<file path="config.mk">
export PLATFORM = sky130hd
export DESIGN_NAME = irv_vector_map
export DESIGN_NICKNAME = d
export VERILOG_FILES = /design/src/logic/irv_pkg.sv /design/src/logic/irv_arb_if.sv /design/src/logic/irv_vector_map.sv /design/src/logic/irv_arbiter.sv
export SDC_FILE = /design/constraint.sdc
export NUM_CORES = 1
export LEC_CHECK = 0
export ABC_AREA = 1
export BUFFER_PORTS_ARGS = -buffer_cell sky130_fd_sc_hd__buf_2
export CORE_UTILIZATION = 57
export CTS_BUF_LIST = sky130_fd_sc_hd__clkbuf_4 sky130_fd_sc_hd__clkbuf_8
export CTS_CLUSTER_DIAMETER = 40
export CTS_CLUSTER_SIZE = 8
export DETAILED_ROUTE_END_ITERATION = 8
export PLACE_DENSITY = 0.8
export SETUP_SLACK_MARGIN = 0.4
export SLEW_MARGIN = 20
export SYNTH_ARGS = -nofsm -noshare
export SYNTH_HDL_FRONTEND = slang
export SYNTH_HIERARCHICAL = 1
export SYNTH_SLANG_ARGS = --single-unit
</file>
<file path="constraint.sdc">
create_clock -name clk_sys -period 2.2 [get_ports clk_sys]
set_clock_uncertainty 0.15 [all_clocks]
set_input_delay 0.33 -clock clk_sys [delete_from_list [all_inputs] [get_ports clk_sys]]
set_output_delay 0.33 -clock clk_sys [all_outputs]
set_load 0.01 [all_outputs]
</file>
<file path="src/logic/irv_pkg.sv">
// Constants, vector table helpers and state type for the interrupt and reset vector map.
// Assumes a single bus clock domain; request inputs come from logic on that clock.
package irv_pkg;

   // ----------------------------------------------------------------
   // Source table
   // ----------------------------------------------------------------
   localparam int NUM_SRC = 21;
   localparam int SRC_IDX_W = 5;
   localparam logic [7:0] VEC_PAGE = 8'hff;
   // Timer 1 slots run down from 0xb6, timer 2 and motor PWM from 0xa6; 0xa8 is a hole
   localparam logic [7:0] VEC_LOW_BANK0 = 8'hb6;
   localparam logic [7:0] VEC_LOW_BANK1 = 8'ha6;
   localparam int BANK1_BASE = 7;
   localparam int IDX_T1_CH = 0;
   localparam int IDX_T1_OVF = 4;
   localparam int IDX_T1_PA_OVF = 5;
   localparam int IDX_T1_PA_EDGE = 6;
   localparam int IDX_T2_CH = 7;
   localparam int IDX_T2_OVF = 11;
   localparam int IDX_T2_PA_OVF = 12;
   localparam int IDX_T2_PA_EDGE = 13;
   localparam int IDX_PWM_RELOAD = 14;
   localparam int IDX_FAULT = 17;

   // ----------------------------------------------------------------
   // Reset vectors and priorities
   // ----------------------------------------------------------------
   localparam logic [15:0] RST_VEC_POWER = 16'hfffe;
   localparam logic [15:0] RST_VEC_CLKMON = 16'hfffc;
   localparam logic [15:0] RST_VEC_WDOG = 16'hfffa;
   localparam logic [1:0] RST_PRIO_POWER = 2'h1;
   localparam logic [1:0] RST_PRIO_CLKMON = 2'h2;
   localparam logic [1:0] RST_PRIO_WDOG = 2'h3;

   // ----------------------------------------------------------------
   // Start-up values and memory size
   // ----------------------------------------------------------------
   localparam logic [7:0] ELEV_RESET = 8'h00;
   localparam logic [1:0] SYNC_RESET = 2'h3;
   localparam int RAM_DEPTH = 16;
   localparam int RAM_AW = 4;

   typedef struct packed {
      logic [1:0] rstSync;
      logic [7:0] elev;
      logic irqValid;
      logic [15:0] irqVector;
      logic [15:0] resetVector;
      logic [1:0] resetPriority;
      logic resetSeen;
      logic [7:0] ramRdData;
   } irv_state_t;

   localparam irv_state_t STATE_RESET = '{
      rstSync: SYNC_RESET,
      elev: ELEV_RESET,
      irqValid: 1'b0,
      irqVector: 16'h0000,
      resetVector: RST_VEC_POWER,
      resetPriority: RST_PRIO_POWER,
      resetSeen: 1'b0,
      ramRdData: 8'h00
   };

   // Low byte of the vector for a source index
   function automatic logic [7:0] srcVecLow(input logic [SRC_IDX_W-1:0] idx);
      logic [SRC_IDX_W-1:0] rel;
      rel = idx - SRC_IDX_W'(BANK1_BASE);
      if (idx < SRC_IDX_W'(BANK1_BASE))
         return VEC_LOW_BANK0 - {2'b00, idx, 1'b0};
      else
         return VEC_LOW_BANK1 - {2'b00, rel, 1'b0};
   endfunction : srcVecLow

   // True when a low byte belongs to a real source slot
   function automatic logic isValidVecLow(input logic [7:0] low);
      logic hit;
      hit = 1'b0;
      for (int i = 0; i < NUM_SRC; i++)
      begin
         if (srcVecLow(SRC_IDX_W'(i)) == low)
            hit = 1'b1;
      end
      return hit;
   endfunction : isValidVecLow

endpackage : irv_pkg

</file>
<file path="src/logic/irv_arb_if.sv">
// Carrier between the vector map top and its request arbiter.
// Assumes both ends sit on the same clock; the arbiter answers combinationally.
`timescale 1ns/1ps
interface irv_arb_if;
   logic [irv_pkg::NUM_SRC-1:0] req;
   logic [7:0] elev;
   logic valid;
   logic [7:0] vecLow;

   modport arb (input req, input elev, output valid, output vecLow);
   modport host (output req, output elev, input valid, input vecLow);
endinterface : irv_arb_if

</file>
<file path="src/logic/irv_vector_map.sv">
// Top of the interrupt and reset vector map with elevation register and scratch RAM.
// Assumes request and enable inputs come from logic on clk_sys; the reset pin is asynchronous.
//
// Summary of operation
// [RULE_01] Timer 1 accumulator overflow, enabled and unmasked, vectors to 0xFFAC.
// [RULE_02] Timer 1 accumulator edge, when enabled, vectors to 0xFFAA.
// [RULE_03] Timer 2 channels 4..7 vector to 0xFFA6..0xFFA0, overflow to 0xFF9E.
// [RULE_04] Timer 2 accumulator overflow, when enabled, vectors to 0xFF9C.
// [RULE_05] Timer 2 accumulator edge, when enabled, vectors to 0xFF9A.
// [RULE_06] PWM reloads A..C vector 0xFF98..0xFF94, faults 0..3 vector 0xFF92..0xFF8C.
// [RULE_07] Power-on, pin and low-voltage resets: priority 1, vector 0xFFFE.
// [RULE_08] Clock monitor reset priority 2 at 0xFFFC, watchdog priority 3 at 0xFFFA.
// [RULE_09] srst returns every register to its start-up value; other resets clear elevation, interrupt outputs and read data and record their cause.
// [RULE_10] RAM contents survive reset and are never cleared automatically.
// [RULE_11] Writing a source's vector low byte to elevation makes it win.
// [RULE_12] Timer 1 channels 4..7 vector 0xFFB6..0xFFB0, overflow to 0xFFAE.
// [RULE_13] Otherwise the pending source with the highest vector address wins.
// [RULE_14] Reserved vector slots are never produced.
`timescale 1ns/1ps
module irv_vector_map (
   input wire logic clk_sys,
   input wire logic srst,
   input wire logic iMask,
   input wire logic [3:0] tim1ChReq,
   input wire logic [3:0] tim1ChannelIrqEn,
   input wire logic tim1OvfReq,
   input wire logic tim1OverflowIrqEn,
   input wire logic tim1PaOvfReq,
   input wire logic tim1PulseAccumOverflowIrqEn,
   input wire logic tim1PaEdgeReq,
   input wire logic tim1PulseAccumEdgeIrqEn,
   input wire logic [3:0] tim2ChReq,
   input wire logic [3:0] tim2ChannelIrqEn,
   input wire logic tim2OvfReq,
   input wire logic tim2OverflowIrqEn,
   input wire logic tim2PaOvfReq,
   input wire logic tim2PulseAccumOverflowIrqEn,
   input wire logic tim2PaEdgeReq,
   input wire logic tim2PulseAccumEdgeIrqEn,
   input wire logic [2:0] pwmReloadReq,
   input wire logic [2:0] genReloadIrqEn,
   input wire logic [3:0] faultReq,
   input wire logic [3:0] faultIrqEn,
   input wire logic elevWrEn,
   input wire logic [7:0] elevWrData,
   input wire logic porReq,
   input wire logic extResetPinN,
   input wire logic lowVoltReq,
   input wire logic clkMonReq,
   input wire logic watchdogReq,
   input wire logic ramWrEn,
   input wire logic [irv_pkg::RAM_AW-1:0] ramAddr,
   input wire logic [7:0] ramWrData,
   output logic irqValid,
   output logic [15:0] irqVector,
   output logic [7:0] elevation,
   output logic [15:0] resetVector,
   output logic [1:0] resetPriority,
   output logic resetSeen,
   output logic [7:0] ramRdData
);

   // ----------------------------------------------------------------
   // Declarations
   // ----------------------------------------------------------------
   irv_pkg::irv_state_t q;
   irv_pkg::irv_state_t d;
   logic [irv_pkg::NUM_SRC-1:0] rawReq;
   logic [irv_pkg::NUM_SRC-1:0] gatedReq;
   logic [irv_pkg::NUM_SRC-1:0] elevMatch;
   logic powerRst;
   logic localRst;
   logic [7:0] ram [irv_pkg::RAM_DEPTH];

   irv_arb_if arbIf ();

   irv_arbiter u_arbiter (
      .arb (arbIf.arb)
   );

   // ----------------------------------------------------------------
   // Request gating
   // ----------------------------------------------------------------
   always_comb
   begin
      rawReq[irv_pkg::IDX_T1_CH +: 4] = tim1ChReq & tim1ChannelIrqEn; // [RULE_12]
      rawReq[irv_pkg::IDX_T1_OVF] = tim1OvfReq & tim1OverflowIrqEn; // [RULE_12]
      rawReq[irv_pkg::IDX_T1_PA_OVF] = tim1PaOvfReq & tim1PulseAccumOverflowIrqEn; // [RULE_01]
      rawReq[irv_pkg::IDX_T1_PA_EDGE] = tim1PaEdgeReq & tim1PulseAccumEdgeIrqEn; // [RULE_02]
      rawReq[irv_pkg::IDX_T2_CH +: 4] = tim2ChReq & tim2ChannelIrqEn; // [RULE_03]
      rawReq[irv_pkg::IDX_T2_OVF] = tim2OvfReq & tim2OverflowIrqEn; // [RULE_03]
      rawReq[irv_pkg::IDX_T2_PA_OVF] = tim2PaOvfReq & tim2PulseAccumOverflowIrqEn; // [RULE_04]
      rawReq[irv_pkg::IDX_T2_PA_EDGE] = tim2PaEdgeReq & tim2PulseAccumEdgeIrqEn; // [RULE_05]
      rawReq[irv_pkg::IDX_PWM_RELOAD +: 3] = pwmReloadReq & genReloadIrqEn; // [RULE_06]
      rawReq[irv_pkg::IDX_FAULT +: 4] = faultReq & faultIrqEn; // [RULE_06]
      // Every source here is maskable by the core's I bit
      gatedReq = rawReq & {irv_pkg::NUM_SRC{~iMask}}; // [RULE_01]
      for (int i = 0; i < irv_pkg::NUM_SRC; i++)
      begin
         elevMatch[i] = irv_pkg::srcVecLow(irv_pkg::SRC_IDX_W'(i)) == q.elev;
      end
   end

   assign arbIf.req = gatedReq;
   assign arbIf.elev = q.elev;

   // ----------------------------------------------------------------
   // Reset sources
   // ----------------------------------------------------------------
   // Pin is judged only after the second synchroniser stage
   assign powerRst = porReq | lowVoltReq | ~q.rstSync[1];
   assign localRst = powerRst | clkMonReq | watchdogReq;

   // ----------------------------------------------------------------
   // Next state
   // ----------------------------------------------------------------
   always_comb
   begin
      d = q;
      d.rstSync = {q.rstSync[0], extResetPinN};
      if (elevWrEn)
         d.elev = elevWrData;
      d.irqValid = arbIf.valid;
      // Hold a zero vector while idle so a stale slot is never presented
      d.irqVector = arbIf.valid ? {irv_pkg::VEC_PAGE, arbIf.vecLow} : 16'h0000; // [RULE_14]
      d.ramRdData = ram[ramAddr];
      if (localRst)
      begin
         d.elev = irv_pkg::ELEV_RESET; // [RULE_09]
         d.irqValid = 1'b0; // [RULE_09]
         d.irqVector = 16'h0000; // [RULE_09]
         d.ramRdData = 8'h00;
         d.resetSeen = 1'b1;
         if (powerRst)
         begin
            d.resetVector = irv_pkg::RST_VEC_POWER; // [RULE_07]
            d.resetPriority = irv_pkg::RST_PRIO_POWER; // [RULE_07]
         end
         else if (clkMonReq)
         begin
            d.resetVector = irv_pkg::RST_VEC_CLKMON; // [RULE_08]
            d.resetPriority = irv_pkg::RST_PRIO_CLKMON; // [RULE_08]
         end
         else
         begin
            d.resetVector = irv_pkg::RST_VEC_WDOG; // [RULE_08]
            d.resetPriority = irv_pkg::RST_PRIO_WDOG; // [RULE_08]
         end
      end
   end

   always_ff @(posedge clk_sys)
   begin
      if (srst)
         q <= irv_pkg::STATE_RESET; // [RULE_09]
      else
         q <= d;
   end

   // ----------------------------------------------------------------
   // Scratch RAM
   // ----------------------------------------------------------------
   // No reset branch: contents must outlive every reset; writes are refused while one is active
   always_ff @(posedge clk_sys)
   begin
      if (ramWrEn && !srst && !localRst)
         ram[ramAddr] <= ramWrData; // [RULE_10]
   end

   assign irqValid = q.irqValid;
   assign irqVector = q.irqVector;
   assign elevation = q.elev;
   assign resetVector = q.resetVector;
   assign resetPriority = q.resetPriority;
   assign resetSeen = q.resetSeen;
   assign ramRdData = q.ramRdData;

   // ----------------------------------------------------------------
   // Assertions
   // ----------------------------------------------------------------
   property p_tim1PaOvf;
      @(posedge clk_sys) disable iff (srst || localRst)
      gatedReq == (21'd1 << irv_pkg::IDX_T1_PA_OVF) |=> irqValid && irqVector == 16'hffac;
   endproperty
   a_tim1PaOvf: assert property (p_tim1PaOvf) else $error("timer1 acc overflow vector wrong"); // [RULE_01]

   property p_maskBlocks;
      @(posedge clk_sys) disable iff (srst || localRst)
      iMask |=> !irqValid;
   endproperty
   a_maskBlocks: assert property (p_maskBlocks) else $error("masked request presented"); // [RULE_01]

   property p_tim1PaEdge;
      @(posedge clk_sys) disable iff (srst || localRst)
      !iMask && tim1PaEdgeReq && tim1PulseAccumEdgeIrqEn && rawReq[5:0] == 6'h00
         && !(|(gatedReq & elevMatch & ~(21'd1 << irv_pkg::IDX_T1_PA_EDGE)))
      |=> irqVector == 16'hffaa;
   endproperty
   a_tim1PaEdge: assert property (p_tim1PaEdge) else $error("timer1 acc edge vector wrong"); // [RULE_02]

   property p_tim2Ch7;
      @(posedge clk_sys) disable iff (srst || localRst)
      gatedReq == (21'd1 << (irv_pkg::IDX_T2_CH + 3)) |=> irqVector == 16'hffa0;
   endproperty
   a_tim2Ch7: assert property (p_tim2Ch7) else $error("timer2 channel 7 vector wrong"); // [RULE_03]

   property p_tim2Acc;
      @(posedge clk_sys) disable iff (srst || localRst)
      gatedReq == (21'd1 << irv_pkg::IDX_T2_PA_OVF) ##1 gatedReq == (21'd1 << irv_pkg::IDX_T2_PA_EDGE)
      |-> irqVector == 16'hff9c ##1 irqVector == 16'hff9a;
   endproperty
   a_tim2Acc: assert property (p_tim2Acc) else $error("timer2 accumulator vectors wrong"); // [RULE_04]

   property p_fault3;
      @(posedge clk_sys) disable iff (srst || localRst)
      gatedReq == (21'd1 << (irv_pkg::IDX_FAULT + 3)) |=> irqVector == 16'hff8c;
   endproperty
   a_fault3: assert property (p_fault3) else $error("fault 3 vector wrong"); // [RULE_06]

   property p_tim1Ch4;
      @(posedge clk_sys) disable iff (srst || localRst)
      gatedReq[0] && !(|(gatedReq & elevMatch)) |=> irqVector == 16'hffb6;
   endproperty
   a_tim1Ch4: assert property (p_tim1Ch4) else $error("highest slot did not win"); // [RULE_13]

   property p_powerReset;
      @(posedge clk_sys) disable iff (srst)
      (porReq || lowVoltReq) |=> resetVector == 16'hfffe && resetPriority == 2'h1;
   endproperty
   a_powerReset: assert property (p_powerReset) else $error("power reset vector wrong"); // [RULE_07]

   property p_lowerResets;
      @(posedge clk_sys) disable iff (srst)
      !powerRst && (clkMonReq || watchdogReq)
      |=> resetVector == (($past(clkMonReq)) ? 16'hfffc : 16'hfffa)
         && resetPriority == ($past(clkMonReq) ? 2'h2 : 2'h3);
   endproperty
   a_lowerResets: assert property (p_lowerResets) else $error("clkmon or watchdog reset wrong"); // [RULE_08]

   property p_resetClears;
      @(posedge clk_sys) disable iff (srst)
      localRst |=> !irqValid && irqVector == 16'h0000 && elevation == irv_pkg::ELEV_RESET;
   endproperty
   a_resetClears: assert property (p_resetClears) else $error("reset left state behind"); // [RULE_09]

   property p_elevWins;
      @(posedge clk_sys) disable iff (srst || localRst)
      |(gatedReq & elevMatch) |=> irqVector[7:0] == $past(q.elev);
   endproperty
   a_elevWins: assert property (p_elevWins) else $error("elevated source did not win"); // [RULE_11]

   property p_noReserved;
      @(posedge clk_sys) disable iff (srst)
      irqValid |-> irqVector[15:8] == 8'hff && irv_pkg::isValidVecLow(irqVector[7:0]);
   endproperty
   a_noReserved: assert property (p_noReserved) else $error("reserved vector produced"); // [RULE_14]

   c_elevated: cover property (@(posedge clk_sys) disable iff (srst)
      $countones(gatedReq) > 1 && |(gatedReq & elevMatch & ~21'd1));
   c_watchdog: cover property (@(posedge clk_sys) disable iff (srst) watchdogReq && !powerRst);
   c_pinReset: cover property (@(posedge clk_sys) disable iff (srst) $fell(q.rstSync[1]));
   c_ramKept: cover property (@(posedge clk_sys) ramWrEn ##1 localRst ##1 !localRst);

endmodule : irv_vector_map

</file>
<file path="src/logic/irv_arbiter.sv">
// Combinational request arbiter: picks one vector among gated requests.
// Assumes requests are already masked; the caller registers the result.
`timescale 1ns/1ps
module irv_arbiter (
   irv_arb_if.arb arb
);

   // ----------------------------------------------------------------
   // Selection
   // ----------------------------------------------------------------
   always_comb
   begin
      arb.valid = |arb.req;
      arb.vecLow = 8'h00;
      // Scan downward so the lowest index, the highest address, is left standing
      for (int i = irv_pkg::NUM_SRC - 1; i >= 0; i--)
      begin
         if (arb.req[i])
            arb.vecLow = irv_pkg::srcVecLow(irv_pkg::SRC_IDX_W'(i)); // [RULE_13]
      end
      // A pending source whose slot matches the elevation code overrides the order
      for (int i = 0; i < irv_pkg::NUM_SRC; i++)
      begin
         if (arb.req[i] && irv_pkg::srcVecLow(irv_pkg::SRC_IDX_W'(i)) == arb.elev)
            arb.vecLow = arb.elev; // [RULE_11]
      end
   end

endmodule : irv_arbiter

</file>
======== After elaboration in Yosys (flattened, before gate mapping) ========
Memory sizes are Yosys's and may differ from the RTL's. A register that Yosys moved wholly into a read port is not among the register bits.
Cells that the tools add are included.
word-level totals
  register bits ........................... 46
  bits in writable memories ............... 128
  output and inout port bits .............. 52
  word-level logic and storage cells ...... 123
  memories ................................ 1
operators by class
  equality and inequality tests ........... 21
  muxes and demuxes ....................... 47
  bitwise operators ....................... 18
  reductions and logical operators ........ 28
memories
  memory  words  width  read ports  clocked after Yosys merged registers in  write ports  line                  text
  ram     16     8      1           1                                        1            irv_vector_map.sv:73  logic [7:0] ram [irv_pkg::RAM_DEPTH];
operators by type and width
  kind                count
  $mux 8              42
  $eq 8x8->1 const A  21
  $logic_and 1x1->1   23
  $and 21x21->21      1
  $reduce_or 21->1    1
  $mux 16             1
  $and 4x4->4         3
  $mux 5              2
  $and 1x1->1         6
  $or 1x1->1          4
  $and 3x3->3         1
  $not 1->1           3
  $reduce_or 3->1     1
  $logic_not 1->1     2
  $mux 1              2
  $reduce_or 2->1     1

======== Longest topological paths before layout ========
  depth in word-level cells ............... 45
  depth in mapped cells ................... 23

======== Hierarchy ========
Netlist, hierarchy kept.
by module, submodules not included
  module          instances  cells an instance  area an instance (um^2)
  irv_vector_map  1          723                6842.8
  irv_arbiter     1          133                633.1

======== Worst setup path before layout ========
No wires, ideal clock.
  kind .................................... input to register
  start ................................... input port iMask
  end ..................................... register q (netlist bit irqVector[1])
  setup time .............................. 0.067 ns
  arrival time ............................ 1.710 ns
  path slack .............................. 0.272 ns
  cell stages on the path ................. 12
  cells stage by stage .................... clkbuf_1 nor2_1 nand3_1 o21ai_1 o21a_1 a211oi_2 nand3_2 nand2_1 inv_1 a21oi_2 inv_1 nor2_1
between the ends
  elaborated cells between the ends (all ways) .. 67
  those cells by class .................... mux: 41; bitwise: 3; reduce/logical: 23
RTL lines
  what                    line                   text
  from (decl)             irv_vector_map.sv:23   input wire logic iMask,
  $not 1->1 *             irv_vector_map.sv:97   gatedReq = rawReq & {irv_pkg::NUM_SRC{~iMask}};
  $and 21x21->21 *        irv_vector_map.sv:97
  net arbIf.req, one bit  irv_arb_if.sv:5        logic [irv_pkg::NUM_SRC-1:0] req;
  $mux 8 (8 in a row)     irv_arbiter.sv:18      if (arb.req[i])
  $mux 8 (7 in a row)     irv_arbiter.sv:24      if (arb.req[i] && irv_pkg::srcVecLow(irv_pkg::SRC_IDX_W'(i)) == arb.elev)
  $mux 8 * (14 in a row)  irv_arbiter.sv:24
  net arbIf.vecLow[1]     irv_arb_if.sv:8        logic [7:0] vecLow;
  to (signal assigned)    irv_vector_map.sv:155  q <= irv_pkg::STATE_RESET;
  to (decl)               irv_vector_map.sv:66   irv_pkg::irv_state_t q;
The timed path passes the listed nets; every way through them passes the cells marked *.
A chain may end at the register's enable or synchronous reset.

======== Final worst setup path ========
  start ................................... register q (netlist bit elevation[1])
  end ..................................... register q (netlist bit irqVector[4])
between the ends
  longest elaborated chain between the ends .. 23
  elaborated cells between the ends (all ways) .. 63
  those cells by class .................... eq/ne: 21; mux: 21; reduce/logical: 21
RTL lines
  what                  line
  $eq 8x8->1            irv_arbiter.sv:24
  $logic_and 1x1->1     irv_arbiter.sv:24
  $mux 8 (20 in a row)  irv_arbiter.sv:24
  $mux 8 *              irv_arbiter.sv:24
  net arbIf.vecLow[4]   irv_arb_if.sv:8
Marked as above.

==> results.md <==
* Combinational share of power at 9.2%
* Final ANT Viol Nets at 0
* CP Max Fanout at 6
* Sw frac at between 20% and 30%
* Post-synth top area share at 51.4%
* Slew Viols, Final at 0
* Synth top area cells: edfxtp_1, nand2_1, dfxtp_1, buf_4, nor2_1
* Hold crit path type: in -> reg
* Max Clock Freq at 0.503 GHz
* Synth Cell Area at 7480 um2
* Initial antenna violation count at 0
* Initial Utilization at approximately 59%
* Clk slew on worst S/H paths at ~0.080 ns
* CTS H-tree depth at 4
* Status: finished clean
* Row count at 41
* Final setup fails at 0
* P_int at approximately 4400 uW
* Power, Total at a little under 6000 uW
* List of most frequent post-synthesis cells: nand2_1, edfxtp_1, nor2_1, buf_4, inv_1
* Die area at 13600 um2
* Largest net degree at the start of global routing at 42
* Die X at 117 um
* DP HPWL at 11500 um
* DRC viols at 0
* Critical Path RT at around 2.4 ns
* Total track usage at about a quarter
* Final period utilization at 90.4%
* Remaining Overflow, GRT at 0
* Worst Slack Setup Final at 0.211 ns
* Startpoint types: register
* Max-Cap Viols at 0
* Crit path DAT at 2.17 ns
* CTS root buffer: clkbuf_8
* Placer Congestion at 0.938
* CTS Buf Count at 17
* DR iter-0 viols at 546
* Core area at 12700 um2
* Synth Flop Type: edfxtp_1
* Cell count after synthesis at 856
* Leading area contributor after synthesis: edfxtp_1
* ANT cells at 0
* Maximum root-to-sink buffer count at 2
* Netlist cell types at 30
* Clock power share at 34.9%
* Tmin final at between 1.5 and 2 ns
* Syn Area/Cell at approximately 8.7 um2
* Top-count cell post-synth: nand2_1
* First-pass GRT wire length at 26400 um
* Top Ports at 124
* Net switching power at 1370 uW
* Post-synth ARST share at 0%
* TritonCTS clock tree: yes
* Leakage at 0.00405 uW
* Critical path class: reg -> reg
* Fin nets at 1055
* Worst vdd ir at ~0.51 mV
* P per Cell Area at ~660 nW/um2
* First-pass DRT Iterations at 5
* Worst hold path depth at 3
* Post-synthesis register bit count at 159
* R2R cell count at 14
* Setup slack at placement at -0.0156 ns
* Clk_lat worst skew at about 0.45 ns
* Via-to-Cell Ratio at 5.17
* Post-synth EDFFs at between 100 and 150
* Fin. Hold Viols at 0
* Via count at 6039
* CTS sink count at roughly 160
* Sequential element share of the synthesized area at 59.7%
* Routed length per instance at 14.9 um
* Setup TNS at 0 ns
* Final WL at 17400 um
* Core Util, Final at 69.6%
* Share of layout cells above drive strength 1 at 22.9%
* Synth Warn # at 6
* Die Y at 117 um
* IO Port Bufs at approximately 110
* Layout area overhead at 18.5%
* Vias in the first global route at 5475
* Crit path capture type: register
* RSZ-0062 raised after global routing: yes
* Fillers at between 900 and 1k
* Sequential power share at between 50% and 60%
[power groups by stage]
stage	Clock [uW]	Sequential, uW	Combinational (uW)
final	2030	3250	537
after CTS	2050	3250	522
after global placement	0	3320	489
after floorplan	0	3320	323
after detailed placement	0	3320	497
after global routing	2180	3250	600
[cells by family after synthesis]
logic type,share of synthesized area [%]
compound gates,2.68
buf+inv,9.56
flops,59.7
simple gates,27.9
other cells,0.151
[worst max-delay path: stages, from the launching register on]
cell	delay, ns
dfxtp_4	0.39
inv_4	0.04
nor2_4	0.20
nand3_2	0.15
o22ai_2	0.13
a31oi_1	0.07
nand2_1	0.07
nand4_1	0.12
buf_4	0.18
nand3_4	0.11
nand2_2	0.06
o21ai_1	0.07
inv_1	0.05
inv_1	0.05
nor2_1	0.04
[layout by cell type (no fill, tap or decap), types with 2 or more instances in the layout]
cell type	synthesis	routed
buf_6	0	11
nand3_2	3	3
o31ai_1	2	2
or2_2	2	2
nand3_1	8	7
o21ai_1	3	4
nand3_4	0	2
a21oi_1	12	11
a21oi_2	1	2
clkinvlp_4	0	2
dfxtp_4	0	4
nor2_1	82	75
nand4_1	8	8
clkbuf_8	0	17
nor2_2	3	7
inv_6	0	3
nand2_2	0	6
dlygate4sd3_1	0	14
nor2_4	1	4
buf_4	58	35
edfxtp_1	128	128
clkbuf_4	0	3
dfxtp_1	31	26
o22ai_1	6	5
nor3_2	0	2
clkinv_1	2	8
inv_2	6	5
buf_12	0	2
nor3_1	8	5
inv_1	43	42
bufinv_16	0	2
buf_2	13	108
conb_1	3	16
nand2_1	418	412
[through the flow]
step	hold WS, ns	area [um2]	instances
finish	0.0383	8860	1168
global placement	0.245	8030	1105
global route	0.0410	8860	1168
CTS	0.0102	8730	1163
detailed placement	0.245	8030	1105
floorplan	0.239	7530	869
[final timing paths]
| check | end | slack [ns] | start |
|---|---|---|---|
| setup reg to reg | irqVector[4]$_SDFF_PP0_ | 0.21 | elevation[1]$_SDFFE_PP0P_ |
| hold / removal | elevation[1]$_SDFFE_PP0P_ | 0.04 | elevWrEn |
| setup / recovery | irqVector[4]$_SDFF_PP0_ | 0.21 | elevation[1]$_SDFFE_PP0P_ |
| hold reg to reg | q[53]$_SDFF_PP1_ | 0.27 | d[53]$_SDFF_PP1_ |
[registers in the layout, summed over array words and instances, names as in the netlist]
register       flops
resetPriority      2
irqVector          9
resetSeen          1
q                  1
d                  1
resetVector        1
ram              128
elevation          8
ramRdData          8
[what timing repair did]
item	CTS	global route
cloned	1	0
hold buffers	14	0
pin swaps	9	17
resized for setup	27	26
setup endpoints to repair	83	127
buffers inserted	11	5
endpoints found under the hold margin	13	0
[layer usage]
metal | track usage (%) | vias to the layer above | wire length, um
met3 | 5.50 | 64 | 1420
met4 | 13.7 | 0 | 567
met2 | 43.7 | 334 | 8350
li1 | - | 2914 | -
met1 | 33.5 | 2727 | 7110
met5 | 0 | - | 0
[cell type report]
type                            count  area (um2)  area share (%)
Inverter                           51         199            2.25
Tap cell                          172         215            2.43
Clock inverter                     13         120            1.36
Clock buffer                       19         249            2.81
Sequential cell                   159        4480            50.6
Multi-Input combinational cell    583        2480            28.0
Timing Repair Buffer              171        1110            12.6
Power figures use the tool's default switching activity.
